File: src/verilog/uart_host_params.svh
// Constants for the parallel host port and its serial engine
`ifndef UART_HOST_PARAMS_SVH
`define UART_HOST_PARAMS_SVH
`define REG_DATA 3'h0
`define REG_IER 3'h1
`define REG_ISR 3'h2
`define REG_LCR 3'h3
`define REG_MCR 3'h4
`define REG_LSR 3'h5
`define REG_DIV_LO 3'h6
`define REG_DIV_HI 3'h7
`define MCR_INT_EN 3
`define MCR_ALT_IF 6
`define IER_RX 0
`define IER_TX 1
`define LSR_DR 0
`define LSR_OE 1
`define LSR_THRE 5
`define LSR_TEMT 6
`define ISR_NONE 8'h01
`define ISR_TX 8'h02
`define ISR_RX 8'h04
`define CLK_HZ 40000000
`define OVERSAMPLE 16
`define MIN_BPS 1200
`define PAR_MAX_BPS 230400
`define SER_MAX_BPS 921600
`define FIFO_DEPTH 64
`define DIV_RESET 16'h0823
`define RX_MID 4'h7
`endif

File: src/verilog/uart_host_pkg.sv
// Types shared by the parallel host port
package uart_host_pkg;
  typedef struct packed {
    logic cs_n;
    logic rd_n;
    logic wr_n;
    logic [2:0] addr;
  } host_ctrl_t;
  typedef struct packed {
    logic sel;
    logic wr;
    logic [2:0] addr;
    logic [7:0] wdata;
  } cpu_req_t;
  typedef enum logic [1:0] {TX_IDLE, TX_START, TX_DATA, TX_STOP} tx_state_t;
  typedef enum logic [1:0] {RX_IDLE, RX_START, RX_DATA, RX_STOP} rx_state_t;
endpackage

File: src/verilog/byte_fifo.sv
// First-in first-out byte store with valid/ready on both sides
`timescale 1ns/1ps
module byte_fifo #(
  parameter int WIDTH = 8,
  parameter int DEPTH = 64
) (
  // Clock and reset
  input wire logic clk,
  input wire logic reset_n,
  // Fill side
  input wire logic in_valid,
  output logic in_ready,
  input wire logic [WIDTH-1:0] in_data,
  // Drain side
  output logic out_valid,
  input wire logic out_ready,
  output logic [WIDTH-1:0] out_data
);
  localparam int AW = $clog2(DEPTH);
  logic [WIDTH-1:0] mem [DEPTH];
  logic [AW-1:0] wr_ptr;
  logic [AW-1:0] rd_ptr;
  logic [AW:0] count;
  logic push;
  logic pop;

  // Honest flags straight from the occupancy count
  assign in_ready = (count != (AW+1)'(DEPTH));
  assign out_valid = (count != '0);
  assign push = in_valid && in_ready;
  assign pop = out_valid && out_ready;
  assign out_data = mem[rd_ptr];

  // Storage has no reset; only pointers and count carry control state
  always_ff @(posedge clk) begin
    if (push) begin
      mem[wr_ptr] <= in_data;
    end
  end

  // Pointers wrap at the depth, which need not be a power of two
  always_ff @(posedge clk or negedge reset_n) begin
    if (!reset_n) begin
      wr_ptr <= '0;
      rd_ptr <= '0;
      count <= '0;
    end else begin
      if (push) begin
        wr_ptr <= (wr_ptr == AW'(DEPTH - 1)) ? '0 : wr_ptr + 1'b1;
      end
      if (pop) begin
        rd_ptr <= (rd_ptr == AW'(DEPTH - 1)) ? '0 : rd_ptr + 1'b1;
      end
      count <= count + (AW+1)'(push) - (AW+1)'(pop);
    end
  end
endmodule // byte_fifo

File: src/verilog/uart_parallel_host_port.sv
// Parallel host register port with its serial engine and byte buffers
//
// Contract
// RULE1 - Three address lines pick the register
// RULE2 - Embedded processor locked out in parallel mode
// RULE3 - Eight-bit two-way data bus
// RULE4 - Strobe style: read strobe fetches, drives byte
// RULE5 - Strobe style: write strobe rising edge stores
// RULE6 - Direction style: read strobe ignored, direction line
// RULE7 - Host pulls chip select low per access
// RULE8 - Chip select high: ignore all, float bus
// RULE9 - Strobe style: interrupt high, floated until enabled
// RULE10 - Direction style: interrupt low, open drain
// RULE11 - Transmit ready low shows buffer space
// RULE12 - Receive ready low shows data waiting
// RULE13 - Standard interface: transmit idles high
// RULE14 - Remote transmitter idles receive line high
// RULE15 - Parallel mode rate 1200 to 230400
// RULE16 - Serial mode rate 1200 to 921600
// RULE17 - Each buffer holds 64 bytes in order
`timescale 1ns/1ps
`include "uart_host_params.svh"
module uart_parallel_host_port #(
  parameter int DEPTH = `FIFO_DEPTH
) (
  // Clock and reset
  input wire logic clk,
  input wire logic reset_n,
  // Parallel host bus
  input wire uart_host_pkg::host_ctrl_t host_ctrl,
  input wire logic bus_style,
  input wire logic [7:0] host_data_bus_in,
  output logic [7:0] host_data_bus_out,
  output logic host_data_bus_oe_n,
  // Embedded processor access
  input wire logic serial_host_mode,
  input wire uart_host_pkg::cpu_req_t cpu_req,
  output logic cpu_grant,
  output logic [7:0] cpu_rdata,
  // Host status
  output logic int_out,
  output logic int_oe_n,
  output logic tx_space_ready_n,
  output logic rx_data_ready_n,
  // Serial line
  output logic tx_pin,
  input wire logic rx_pin
);
  import uart_host_pkg::*;

  localparam int OS = `OVERSAMPLE;
  localparam int PAR_MIN_DIV = (`CLK_HZ + OS * `PAR_MAX_BPS - 1) / (OS * `PAR_MAX_BPS);
  localparam int SER_MIN_DIV = (`CLK_HZ + OS * `SER_MAX_BPS - 1) / (OS * `SER_MAX_BPS);
  localparam int MAX_DIV = `CLK_HZ / (OS * `MIN_BPS);
  localparam logic [3:0] OS_LAST = 4'(OS - 1);

  logic rd_n_q, wr_n_q, cs_n_q;
  logic [7:0] wr_hold;
  logic [2:0] addr_hold;
  logic par_rd, par_wr, acc_rd, acc_wr;
  logic [2:0] acc_addr;
  logic [7:0] acc_wdata;
  logic [7:0] rd_data;
  logic [1:0] ier;
  logic [7:0] lcr, modem_ctrl_reg;
  logic [15:0] divisor, eff_div, baud_cnt;
  logic tick, overrun, irq;
  logic tx_full, tx_empty, rx_empty, tx_out_valid, tx_out_ready, rx_in_ready, rx_push;
  logic [7:0] tx_out_data, rx_out_data, rx_shift, tx_shift;
  tx_state_t tx_state;
  rx_state_t rx_state;
  logic [3:0] tx_cnt, rx_cnt;
  logic [2:0] tx_bit, rx_bit;
  logic tx_line, rx_meta, rx_sync, rx_src;

  ////////////////////////////////////////////////////////////////////////
  // Host access decode; pins are already synchronous to clk
  always_ff @(posedge clk or negedge reset_n) begin
    if (!reset_n) begin
      rd_n_q <= 1'b1;
      wr_n_q <= 1'b1;
      cs_n_q <= 1'b1;
    end else begin
      rd_n_q <= host_ctrl.rd_n;
      wr_n_q <= host_ctrl.wr_n;
      cs_n_q <= host_ctrl.cs_n;
    end
  end

  // Write data and address follow the bus while a write phase is open
  always_ff @(posedge clk or negedge reset_n) begin
    if (!reset_n) begin
      wr_hold <= 8'h00;
      addr_hold <= 3'h0;
    end else if (!host_ctrl.cs_n && !host_ctrl.wr_n) begin // RULE7
      wr_hold <= host_data_bus_in; // RULE3
      addr_hold <= host_ctrl.addr; // RULE1
    end
  end

  // Strobe style acts on strobe edges; direction style on chip select edges
  always_comb begin
    par_rd = 1'b0;
    par_wr = 1'b0;
    if (!serial_host_mode) begin
      if (bus_style) begin
        par_rd = !host_ctrl.cs_n && !host_ctrl.rd_n && rd_n_q; // RULE4 RULE8
        par_wr = !host_ctrl.cs_n && host_ctrl.wr_n && !wr_n_q; // RULE5 RULE8
      end else begin
        par_rd = !host_ctrl.cs_n && cs_n_q && host_ctrl.wr_n; // RULE6
        par_wr = host_ctrl.cs_n && !cs_n_q && !wr_n_q; // RULE6
      end
    end
  end

  // The processor only reaches the registers in serial host mode
  assign cpu_grant = serial_host_mode && cpu_req.sel; // RULE2
  assign acc_rd = par_rd || (cpu_grant && !cpu_req.wr);
  assign acc_wr = par_wr || (cpu_grant && cpu_req.wr);
  assign acc_addr = serial_host_mode ? cpu_req.addr : (par_rd ? host_ctrl.addr : addr_hold);
  assign acc_wdata = serial_host_mode ? cpu_req.wdata : wr_hold;

  ////////////////////////////////////////////////////////////////////////
  // Control registers
  always_ff @(posedge clk or negedge reset_n) begin
    if (!reset_n) begin
      ier <= 2'h0;
      lcr <= 8'h00;
      modem_ctrl_reg <= 8'h00;
      divisor <= `DIV_RESET;
    end else if (acc_wr) begin
      unique case (acc_addr) // RULE1
        `REG_IER: ier <= acc_wdata[1:0];
        `REG_LCR: lcr <= acc_wdata;
        `REG_MCR: modem_ctrl_reg <= acc_wdata;
        `REG_DIV_LO: divisor[7:0] <= acc_wdata;
        `REG_DIV_HI: divisor[15:8] <= acc_wdata;
        default: ;
      endcase
    end
  end

  // Read data is captured when the access starts and held for the host
  always_ff @(posedge clk or negedge reset_n) begin
    if (!reset_n) begin
      rd_data <= 8'h00;
    end else if (acc_rd) begin
      unique case (acc_addr) // RULE1
        `REG_DATA: rd_data <= rx_out_data;
        `REG_IER: rd_data <= {6'h00, ier};
        `REG_ISR: rd_data <= (ier[`IER_RX] && !rx_empty) ? `ISR_RX :
                             (ier[`IER_TX] && tx_empty) ? `ISR_TX : `ISR_NONE;
        `REG_LCR: rd_data <= lcr;
        `REG_MCR: rd_data <= modem_ctrl_reg;
        `REG_LSR: rd_data <= {1'b0, tx_empty && tx_state == TX_IDLE, tx_empty, 3'h0,
                              overrun, !rx_empty};
        `REG_DIV_LO: rd_data <= divisor[7:0];
        `REG_DIV_HI: rd_data <= divisor[15:8];
      endcase
    end
  end

  // Overrun is sticky; a new overrun beats the clearing status read
  always_ff @(posedge clk or negedge reset_n) begin
    if (!reset_n) begin
      overrun <= 1'b0;
    end else if (rx_push && !rx_in_ready) begin
      overrun <= 1'b1;
    end else if (acc_rd && acc_addr == `REG_LSR) begin
      overrun <= 1'b0;
    end
  end

  // Bus drives only during an open read with chip select low
  assign host_data_bus_out = rd_data; // RULE3
  assign host_data_bus_oe_n = !(!serial_host_mode && !host_ctrl.cs_n && // RULE8
    (bus_style ? !host_ctrl.rd_n : host_ctrl.wr_n)); // RULE4 RULE6
  assign cpu_rdata = rd_data;

  // Interrupt pin shape depends on the bus style
  assign irq = (ier[`IER_RX] && !rx_empty) || (ier[`IER_TX] && tx_empty);
  assign int_out = bus_style && irq; // RULE10
  assign int_oe_n = bus_style ? !modem_ctrl_reg[`MCR_INT_EN] : !irq; // RULE9 RULE10
  assign tx_space_ready_n = tx_full; // RULE11
  assign rx_data_ready_n = rx_empty; // RULE12

  ////////////////////////////////////////////////////////////////////////
  // Byte buffers
  logic tx_in_ready_w, rx_out_valid_w;
  byte_fifo #(.WIDTH(8), .DEPTH(DEPTH)) tx_fifo ( // RULE17
    .clk(clk), .reset_n(reset_n),
    .in_valid(acc_wr && acc_addr == `REG_DATA), .in_ready(tx_in_ready_w), .in_data(acc_wdata),
    .out_valid(tx_out_valid), .out_ready(tx_out_ready), .out_data(tx_out_data)
  );
  byte_fifo #(.WIDTH(8), .DEPTH(DEPTH)) rx_fifo ( // RULE17
    .clk(clk), .reset_n(reset_n),
    .in_valid(rx_push), .in_ready(rx_in_ready), .in_data(rx_shift),
    .out_valid(rx_out_valid_w), .out_ready(acc_rd && acc_addr == `REG_DATA),
    .out_data(rx_out_data)
  );
  // Status flags come straight from the buffer handshakes; a write into a full buffer is lost
  assign tx_full = !tx_in_ready_w; // RULE11
  assign tx_empty = !tx_out_valid;
  assign rx_empty = !rx_out_valid_w; // RULE12

  ////////////////////////////////////////////////////////////////////////
  // Baud tick: divisor clamped to the range allowed in each host mode
  always_comb begin
    eff_div = divisor;
    if (serial_host_mode && divisor < 16'(SER_MIN_DIV)) eff_div = 16'(SER_MIN_DIV); // RULE16
    if (!serial_host_mode && divisor < 16'(PAR_MIN_DIV)) eff_div = 16'(PAR_MIN_DIV); // RULE15
    if (divisor > 16'(MAX_DIV)) eff_div = 16'(MAX_DIV); // RULE15 RULE16
  end
  assign tick = (baud_cnt >= eff_div - 16'h0001);
  always_ff @(posedge clk or negedge reset_n) begin
    if (!reset_n) baud_cnt <= 16'h0000;
    else baud_cnt <= tick ? 16'h0000 : baud_cnt + 16'h0001;
  end

  ////////////////////////////////////////////////////////////////////////
  // Transmitter: start, eight data bits LSB first, one stop bit
  assign tx_out_ready = (tx_state == TX_IDLE);
  always_ff @(posedge clk or negedge reset_n) begin
    if (!reset_n) begin
      tx_state <= TX_IDLE;
      tx_line <= 1'b1;
      tx_cnt <= 4'h0;
      tx_bit <= 3'h0;
      tx_shift <= 8'h00;
    end else begin
      unique case (tx_state)
        TX_IDLE: begin
          tx_line <= 1'b1; // RULE13
          if (tx_out_valid) begin
            tx_shift <= tx_out_data;
            tx_state <= TX_START;
            tx_cnt <= 4'h0;
          end
        end
        TX_START, TX_DATA, TX_STOP: begin
          tx_line <= (tx_state == TX_START) ? 1'b0 : (tx_state == TX_STOP) ? 1'b1 : tx_shift[0];
          if (tick) begin
            tx_cnt <= tx_cnt + 4'h1;
            if (tx_cnt == OS_LAST) begin
              if (tx_state == TX_START) tx_state <= TX_DATA;
              else if (tx_state == TX_STOP) tx_state <= TX_IDLE;
              else begin
                tx_shift <= {1'b0, tx_shift[7:1]};
                tx_bit <= tx_bit + 3'h1;
                if (tx_bit == 3'h7) tx_state <= TX_STOP;
              end
            end
          end
        end
      endcase
    end
  end
  // Alternate interface keeps the pin idle and loops data back inside
  assign tx_pin = modem_ctrl_reg[`MCR_ALT_IF] ? 1'b1 : tx_line; // RULE13

  ////////////////////////////////////////////////////////////////////////
  // Receiver: line idles high, start confirmed at mid bit
  always_ff @(posedge clk or negedge reset_n) begin
    if (!reset_n) begin
      rx_meta <= 1'b1;
      rx_sync <= 1'b1;
    end else begin
      rx_meta <= rx_pin;
      rx_sync <= rx_meta;
    end
  end
  assign rx_src = modem_ctrl_reg[`MCR_ALT_IF] ? tx_line : rx_sync; // RULE14

  always_ff @(posedge clk or negedge reset_n) begin
    if (!reset_n) begin
      rx_state <= RX_IDLE;
      rx_cnt <= 4'h0;
      rx_bit <= 3'h0;
      rx_shift <= 8'h00;
      rx_push <= 1'b0;
    end else begin
      rx_push <= 1'b0;
      unique case (rx_state)
        RX_IDLE: begin
          rx_cnt <= 4'h0;
          if (!rx_src) rx_state <= RX_START; // RULE14
        end
        RX_START: if (tick) begin
          rx_cnt <= rx_cnt + 4'h1;
          if (rx_cnt == `RX_MID) begin
            rx_cnt <= 4'h0;
            rx_state <= rx_src ? RX_IDLE : RX_DATA;
          end
        end
        RX_DATA: if (tick) begin
          rx_cnt <= rx_cnt + 4'h1;
          if (rx_cnt == OS_LAST) begin
            rx_shift <= {rx_src, rx_shift[7:1]};
            rx_bit <= rx_bit + 3'h1;
            if (rx_bit == 3'h7) rx_state <= RX_STOP;
          end
        end
        RX_STOP: if (tick) begin
          rx_cnt <= rx_cnt + 4'h1;
          if (rx_cnt == OS_LAST) begin
            rx_push <= rx_src;
            rx_state <= RX_IDLE;
          end
        end
      endcase
    end
  end
endmodule // uart_parallel_host_port

File: config.mk
export PLATFORM = sky130hd
export DESIGN_NAME = uart_parallel_host_port
export DESIGN_NICKNAME = d
export VERILOG_FILES = /design/src/verilog/uart_host_pkg.sv /design/src/verilog/byte_fifo.sv /design/src/verilog/uart_parallel_host_port.sv
export VERILOG_INCLUDE_DIRS = /design/src /design/src/verilog
export SDC_FILE = /design/constraint.sdc
export NUM_CORES = 1
export LEC_CHECK = 0
export ABC_CLOCK_PERIOD_IN_PS = 6050
export BUFFER_PORTS_ARGS = -buffer_cell sky130_fd_sc_hd__buf_2
export CELL_PAD_IN_SITES_DETAIL_PLACEMENT = 0
export CELL_PAD_IN_SITES_GLOBAL_PLACEMENT = 1
export CORE_MARGIN = 1.5
export CORE_UTILIZATION = 45
export DETAILED_ROUTE_END_ITERATION = 8
export PLACE_DENSITY_LB_ADDON = 0.1
export SYNTH_ARGS = -nofsm -noshare
export SYNTH_HDL_FRONTEND = slang
export SYNTH_SLANG_ARGS = --single-unit
File: constraint.sdc
create_clock -name clk -period 6.05 [get_ports clk]
set_input_delay 0.3025 -clock clk [delete_from_list [all_inputs] [get_ports clk]]
set_output_delay 0.3025 -clock clk [all_outputs]
set_load 0.02 [all_outputs]
Word level (Yosys, flattened, before mapping)

Memories as Yosys holds them, arrays and structs flattened.
Cells that the tools add are included.

Input bits: 32
Bits in writable memories: 1024
Logic and storage cells: 221
Memories kept: 2
Bits in registers: 149
Output and inout port bits: 23

Memories:

| memory      | depth | bits a word | rd ports | clocked after memory_dff | write ports | line            | RTL |
|---|---|---|---|---|---|---|---|
| rx_fifo.mem | 64    | 8           | 1        | 0                        | 1           | byte_fifo.sv:20 | `logic [WIDTH-1:0] mem [DEPTH];` |
| tx_fifo.mem | 64    | 8           | 1        | 0                        | 1           | byte_fifo.sv:20 |  |

Mux-type cells: 64
$lt $le $gt $ge: 4
Add/subtract/negate cells: 14
Bitwise operators: 2
Equal/unequal tests: 39
Reductions and logical operators: 65

Operators with widths:

| kind                  | count |
|---|---|
| $mux 16               | 4 |
| $pmux 8 s8            | 1 |
| $mux 8                | 6 |
| $mux 2                | 16 |
| $logic_and 1x1->1     | 28 |
| $add 6x1->6 const B   | 4 |
| $eq 6x6->1 const B    | 4 |
| $mux 6                | 4 |
| $ne 2x2->1 const B    | 12 |
| $mux 4                | 5 |
| $mux 1                | 19 |
| $eq 3x3->1 const B    | 6 |
| $add 16x1->16 const B | 1 |
| $ge 16x16->1          | 1 |
| $gt 16x12->1 const B  | 1 |
| $lt 16x2->1 const B   | 1 |
| $lt 16x4->1 const B   | 1 |
| $pmux 8 s2            | 1 |
| $sub 16x1->16 const B | 1 |
| $add 7x1->7           | 2 |
| $logic_not 1->1       | 14 |
| $ne 7x7->1 const B    | 2 |
| $reduce_and 2->1      | 7 |
| $reduce_bool 7->1     | 2 |
| other kinds (28)      | 45 |

Depth between registers and ports, before layout

Depth in word-level cells: 12
Depth in mapped cells: 21
Mapped depth without buffers: 19

By module

Synthesis repeated with hierarchy kept, for this count alone.

Cells, all modules: 2769
Area, all modules: 48366.4 um2

By module, submodules not included:

| module                  | area each (um2) | instances | cells an instance | sequential area each (um2) |
|---|---|---|---|---|
| byte_fifo at rx_fifo    | 21056.4         | 1         | 1074              | 15850.2 |
| byte_fifo at tx_fifo    | 20990.1         | 1         | 1032              | 15850.2 |
| uart_parallel_host_port | 6319.8          | 1         | 663               | 2790.2 |

Least setup slack after synthesis

OpenSTA, ideal clock, no wires.

Path kind: register to register
Start point: register divisor[13]
End point: register tx_shift[0]
Arrival: 4.653 ns
Path slack: 1.272 ns
Required time: 5.925 ns
Period minus slack after synthesis: 4.778 ns
Buffers on the path: 2
Stages on the path, launching flop included: 21
Library setup time: 0.125 ns
Path through: dfrtp_1 or4_1 a21o_1 a21oi_1 nand2_1 nor2_1 ha_1 nand3_1 a21oi_1 nor2_1 a211o_1 ha_1 nand2_1 nor2_1 a2111oi_0 o211ai_1 and2_1 clkbuf_1 a41o_1 buf_2 mux2_2

Cells in the longest elaborated chain, start to end: 9
Elaborated cells on any way between the ends: 12
Classes of those cells: add/sub: 1; order compare: 4; eq/ne: 1; mux: 3; reduce/logical: 3

Ends and longest elaborated chain:

| element                      | line                           | RTL |
|---|---|---|
| start: declaration           | uart_parallel_host_port.sv:66  | `logic [15:0] divisor, eff_div, baud_cnt;` |
| start signal: assignment     | uart_parallel_host_port.sv:130 | `` divisor <= `DIV_RESET; `` |
| start signal: assignment     | uart_parallel_host_port.sv:137 | `` `REG_DIV_HI: divisor[15:8] <= acc_wdata; `` |
| $lt 16x2->1                  | uart_parallel_host_port.sv:210 | `if (serial_host_mode && divisor < 16'(SER_MIN_DIV)) eff_div = 16'(SER_MIN_DIV);` |
| $logic_and 1x1->1            | uart_parallel_host_port.sv:210 |  |
| $mux 16                      | uart_parallel_host_port.sv:210 |  |
| $mux 16                      | uart_parallel_host_port.sv:211 | `if (!serial_host_mode && divisor < 16'(PAR_MIN_DIV)) eff_div = 16'(PAR_MIN_DIV);` |
| $mux 16 *                    | uart_parallel_host_port.sv:212 | `if (divisor > 16'(MAX_DIV)) eff_div = 16'(MAX_DIV);` |
| $sub 16x1->16 *              | uart_parallel_host_port.sv:214 | `assign tick = (baud_cnt >= eff_div - 16'h0001);` |
| $ge 16x16->1 *               | uart_parallel_host_port.sv:214 |  |
| $ne 2x2->1 (no line) *       | --                             |  |
| $reduce_and 5->1 (no line) * | --                             |  |
| end signal: assignment       | uart_parallel_host_port.sv:235 | `tx_shift <= tx_out_data;` |
| end signal: assignment       | uart_parallel_host_port.sv:248 | `tx_shift <= {1'b0, tx_shift[7:1]};` |
| end: declaration             | uart_parallel_host_port.sv:69  | `logic [7:0] tx_out_data, rx_out_data, rx_shift, tx_shift;` |

Mark *: on every way between the ends. The rest lies on a longest branch, timed or not.
A chain may end at the register's enable or synchronous reset.

Worst setup path after layout

Start point: register divisor[6]
End point: register tx_shift[2]

Same word-level chain as after synthesis.

==> summary.txt <==
status -> finished with violations
failing checks -> design-rule violations
TritonCTS clock tree -> done
PwrDens -> 403 mW/mm2
Root Driver -> clkbuf_16
worst hold path endpoint -> modem_ctrl_reg[0]$_DFFE_PN0P_
DP Cell Count -> 4007
element type at the critical path end -> flip-flop
Top FF cell, synth -> edfxtp_1
DR DRC count -> 8
DPL Wire Length -> 70.0 mm
Worst Hold Launch -> cpu_req[0]
total wire length -> 113 mm
sequential-to-total area share from yosys stat -> 72.0%
initial drt markers -> 2147
Clock power frac -> 33.5%
nets@finish -> 2840
EDFF count, synth -> 1024
Slowest-stage cell, CP -> a2111oi_1
1st-pass router iterations -> 7
vias -> 24690
# clock sinks -> 1173
Antenna Diode Count -> 0
Post-synth ARST share -> 12.7%
register bit total from synthesis -> 1173
Design Area, Final -> 0.0537 mm2
Num CTS Buffers -> 120
final slew viol count -> 0
worst skew pair latency -> 720 ps
Die Span Y -> 329 um
Sw Ratio -> 28.6%
worst r2r src -> divisor[6]$_DFFE_PN0P_
Syn. warnings -> 0
CP Launch Type -> flip-flop
Finished Layout Cells -> 4244
WP data required -> 6630 ps
FF+latch area -> 0.0345 mm2
r2r setup slk -> 590 ps
Initial Util -> 45.4%
vias in the first global route -> 25347
clk buf depth -> 3
Final Setup Violations -> 0
area of the multi-input gates -> 0.0125 mm2
layout cell share with drive strength beyond 1 -> 21.9%
Finished Core Util -> 51.0%
vias per cell -> 5.82
Syn-to-layout area delta -> 12.1%
die width -> 329 um
r2r endpoint -> tx_shift[2]$_DFFE_PN0P_
largest registers -> rx_fifo.mem x512, tx_fifo.mem x512
worst path arrival time -> 6040 ps
CP Buf/Inv Count -> 0
largest stage delay on the critical path -> 540 ps
maximum operating frequency -> 183 MHz
setup TNS -> 0 ps
first-pass GRT wire length -> 169 mm
die area -> 0.108 mm2
critical path's top delay family -> compound AO/OA/AOI/OAI gates
PortBufs -> 54
max_slew headroom -> 19.9%
clk slew on worst S/H paths -> 60 ps
Mapped Cells -> 2657
FILL cells -> 8543
Leakage -> 18.2 nW
crit-path cells -> nor3_1, nand3_1, a21o_1, a21oi_1, nand2_1, nor2_1, ha_1, nand3_1, a21oi_1, nor2_1, a211o_1, ha_1, nand2_1, nor2_1, a2111oi_1, a21oi_1, and2_1, a41o_1, mux2_2
GRT overflow -> 0
final setup margin -> 594 ps
Reg2Reg Depth -> 19
commonest non-fill, non-tap cells in the layout -> edfxtp_1 (1024), mux4_2 (265), nor2_1 (209)
Placed Area -> 0.0497 mm2
Ports -> 55
H-tree levels -> 3
Max VDD drop -> 0.253 mV
clock skew -> 33.2 ps
min cycle time layout -> 5460 ps
gr usage total -> 21.2%
initial antenna violation count -> 2
pin count of the biggest net entering global routing -> 83
post-detailed-route count of antenna-violating nets -> 0
Worst-Margin Slew -> 1200 ps
Comb power frac -> 21.5%
setup slack after placement -> 382 ps
Pint -> 0.0155 W
maximum capacitance violations -> 0
count of cell types in the netlist -> 87
Synth Cell Area -> 0.0479 mm2
fin crit share -> 90.2%
row cnt -> 119
GP Congestion -> 0.801
Core Area -> 0.105 mm2
WHS Path Cells -> 3
Seq pwr share -> 45.0%
Critical Path Fanout Max -> 8
Setup Crit Path Kind -> flip-flop to flip-flop
Psw -> 0.00620 W
commonest non-fill, non-tap cell in the layout -> edfxtp_1
final hold violations -> 0
WL/cell -> 26.7 um
min-delay worst type -> input port to flip-flop
RSZ-0062 raised after global routing -> no
Synth Area per Inst -> 18.0 um2
==> synth_stat cells, drive strengths merged, types with 16 or more instances <==
library cell / number / share of area [%]
mux2i: 81 / 1.7
a22oi: 22 / 0.34
o21ai: 73 / 0.76
nor3: 16 / 0.18
nor2: 209 / 1.6
clkbuf: 75 / 0.59
mux4: 265 / 12
nand2: 144 / 1.1
a221oi: 18 / 0.33
a21oi: 66 / 0.69
inv: 56 / 0.44
edfxtp: 1024 / 64
and3: 16 / 0.22
mux2: 36 / 0.85
xor2: 20 / 0.37
xnor2: 24 / 0.44
nand3: 42 / 0.45
dfrtp: 139 / 7.3
buf: 70 / 0.81
ha: 50 / 1.3
==> power groups by stage <==
| stage | Sequential [W] | Combinational, W | Clock, W |
|---|---|---|---|
| after global placement | 0.00991 | 0.00462 | 0 |
| after detailed placement | 0.00993 | 0.00466 | 0 |
| after CTS | 0.00976 | 0.00468 | 0.00739 |
| after floorplan | 0.00950 | 0.00361 | 0 |
| final | 0.00975 | 0.00466 | 0.00724 |
| after global routing | 0.00982 | 0.00506 | 0.00769 |
==> through the flow <==
| stage | total power, W | hold slack [ps] |
|---|---|---|
| final | 0.0217 | 77.7 |
| after global routing | 0.0226 | 94.3 |
| after CTS | 0.0218 | 40.5 |
| after detailed placement | 0.0146 | 354 |
| after global placement | 0.0145 | 347 |
| after floorplan | 0.0131 | 6.91 |
==> worst reg2reg max path: stages, from the launching register on <==
cell,delay (ps)
dfrtp_1,470
nor3_1,380
nand3_1,150
a21o_1,240
a21oi_1,370
nand2_1,210
nor2_1,180
ha_1,240
nand3_1,150
a21oi_1,290
nor2_1,80
a211o_1,270
ha_1,300
nand2_1,80
nor2_1,40
a2111oi_1,540
a21oi_1,340
and2_1,310
a41o_1,350
mux2_2,350
==> per-layer routing <==
layer	vias to the layer above	GRT usage (%)	share of wire [%]
met5	-	0	0
met2	603	32.9	47
met3	167	3.74	5.1
li1	10792	-	-
met4	0	5.51	2.2
met1	13128	31.2	45
==> area by class of cell <==
cell class                 instances  area share, %
clock buffer                     153           5.92
inverter                          57          0.398
sequential                      1173           64.3
timing repair buffer             121           1.62
tap                             1391           3.24
multi-input combinational       1283           23.4
clock inverter                    66           1.21
==> cell families after synthesis <==
group / share of synthesized area (%)
flip-flops: 72.0
AND/OR/NAND/NOR: 4.93
multiplexers: 15.0
AO/OA/AOI/OAI: 4.03
buffers and inverters: 1.85
adder cells (fa/ha/maj): 1.39
XOR/XNOR: 0.804
other: 0.00783
==> worst max path at each step <==
| stage | from | to | slack (ps) | cells after the start |
|---|---|---|---|---|
| finish | divisor[6]$_DFFE_PN0P_ | tx_shift[2]$_DFFE_PN0P_ | 590 | 19 |
| global route | divisor[6]$_DFFE_PN0P_ | tx_shift[2]$_DFFE_PN0P_ | 70 | 19 |
| CTS | divisor[13]$_DFFE_PN0P_ | tx_shift[2]$_DFFE_PN0P_ | 340 | 18 |
| detailed placement | divisor[13]$_DFFE_PN0P_ | tx_shift[2]$_DFFE_PN0P_ | 380 | 18 |
| global placement | divisor[13]$_DFFE_PN0P_ | tx_shift[6]$_DFFE_PN0P_ | 430 | 18 |
| floorplan | divisor[13]$_DFFE_PN0P_ | tx_shift[0]$_DFFE_PN0P_ | 1270 | 20 |
==> timing repair <==
item	4_1_cts	5_1_grt
hold buffers	16	0
buffers inserted	0	2
gates resized for setup	0	1
hold endpoints to repair	84	0
setup endpoints to repair	0	21
No activity file was read; power rests on OpenSTA's default activity.
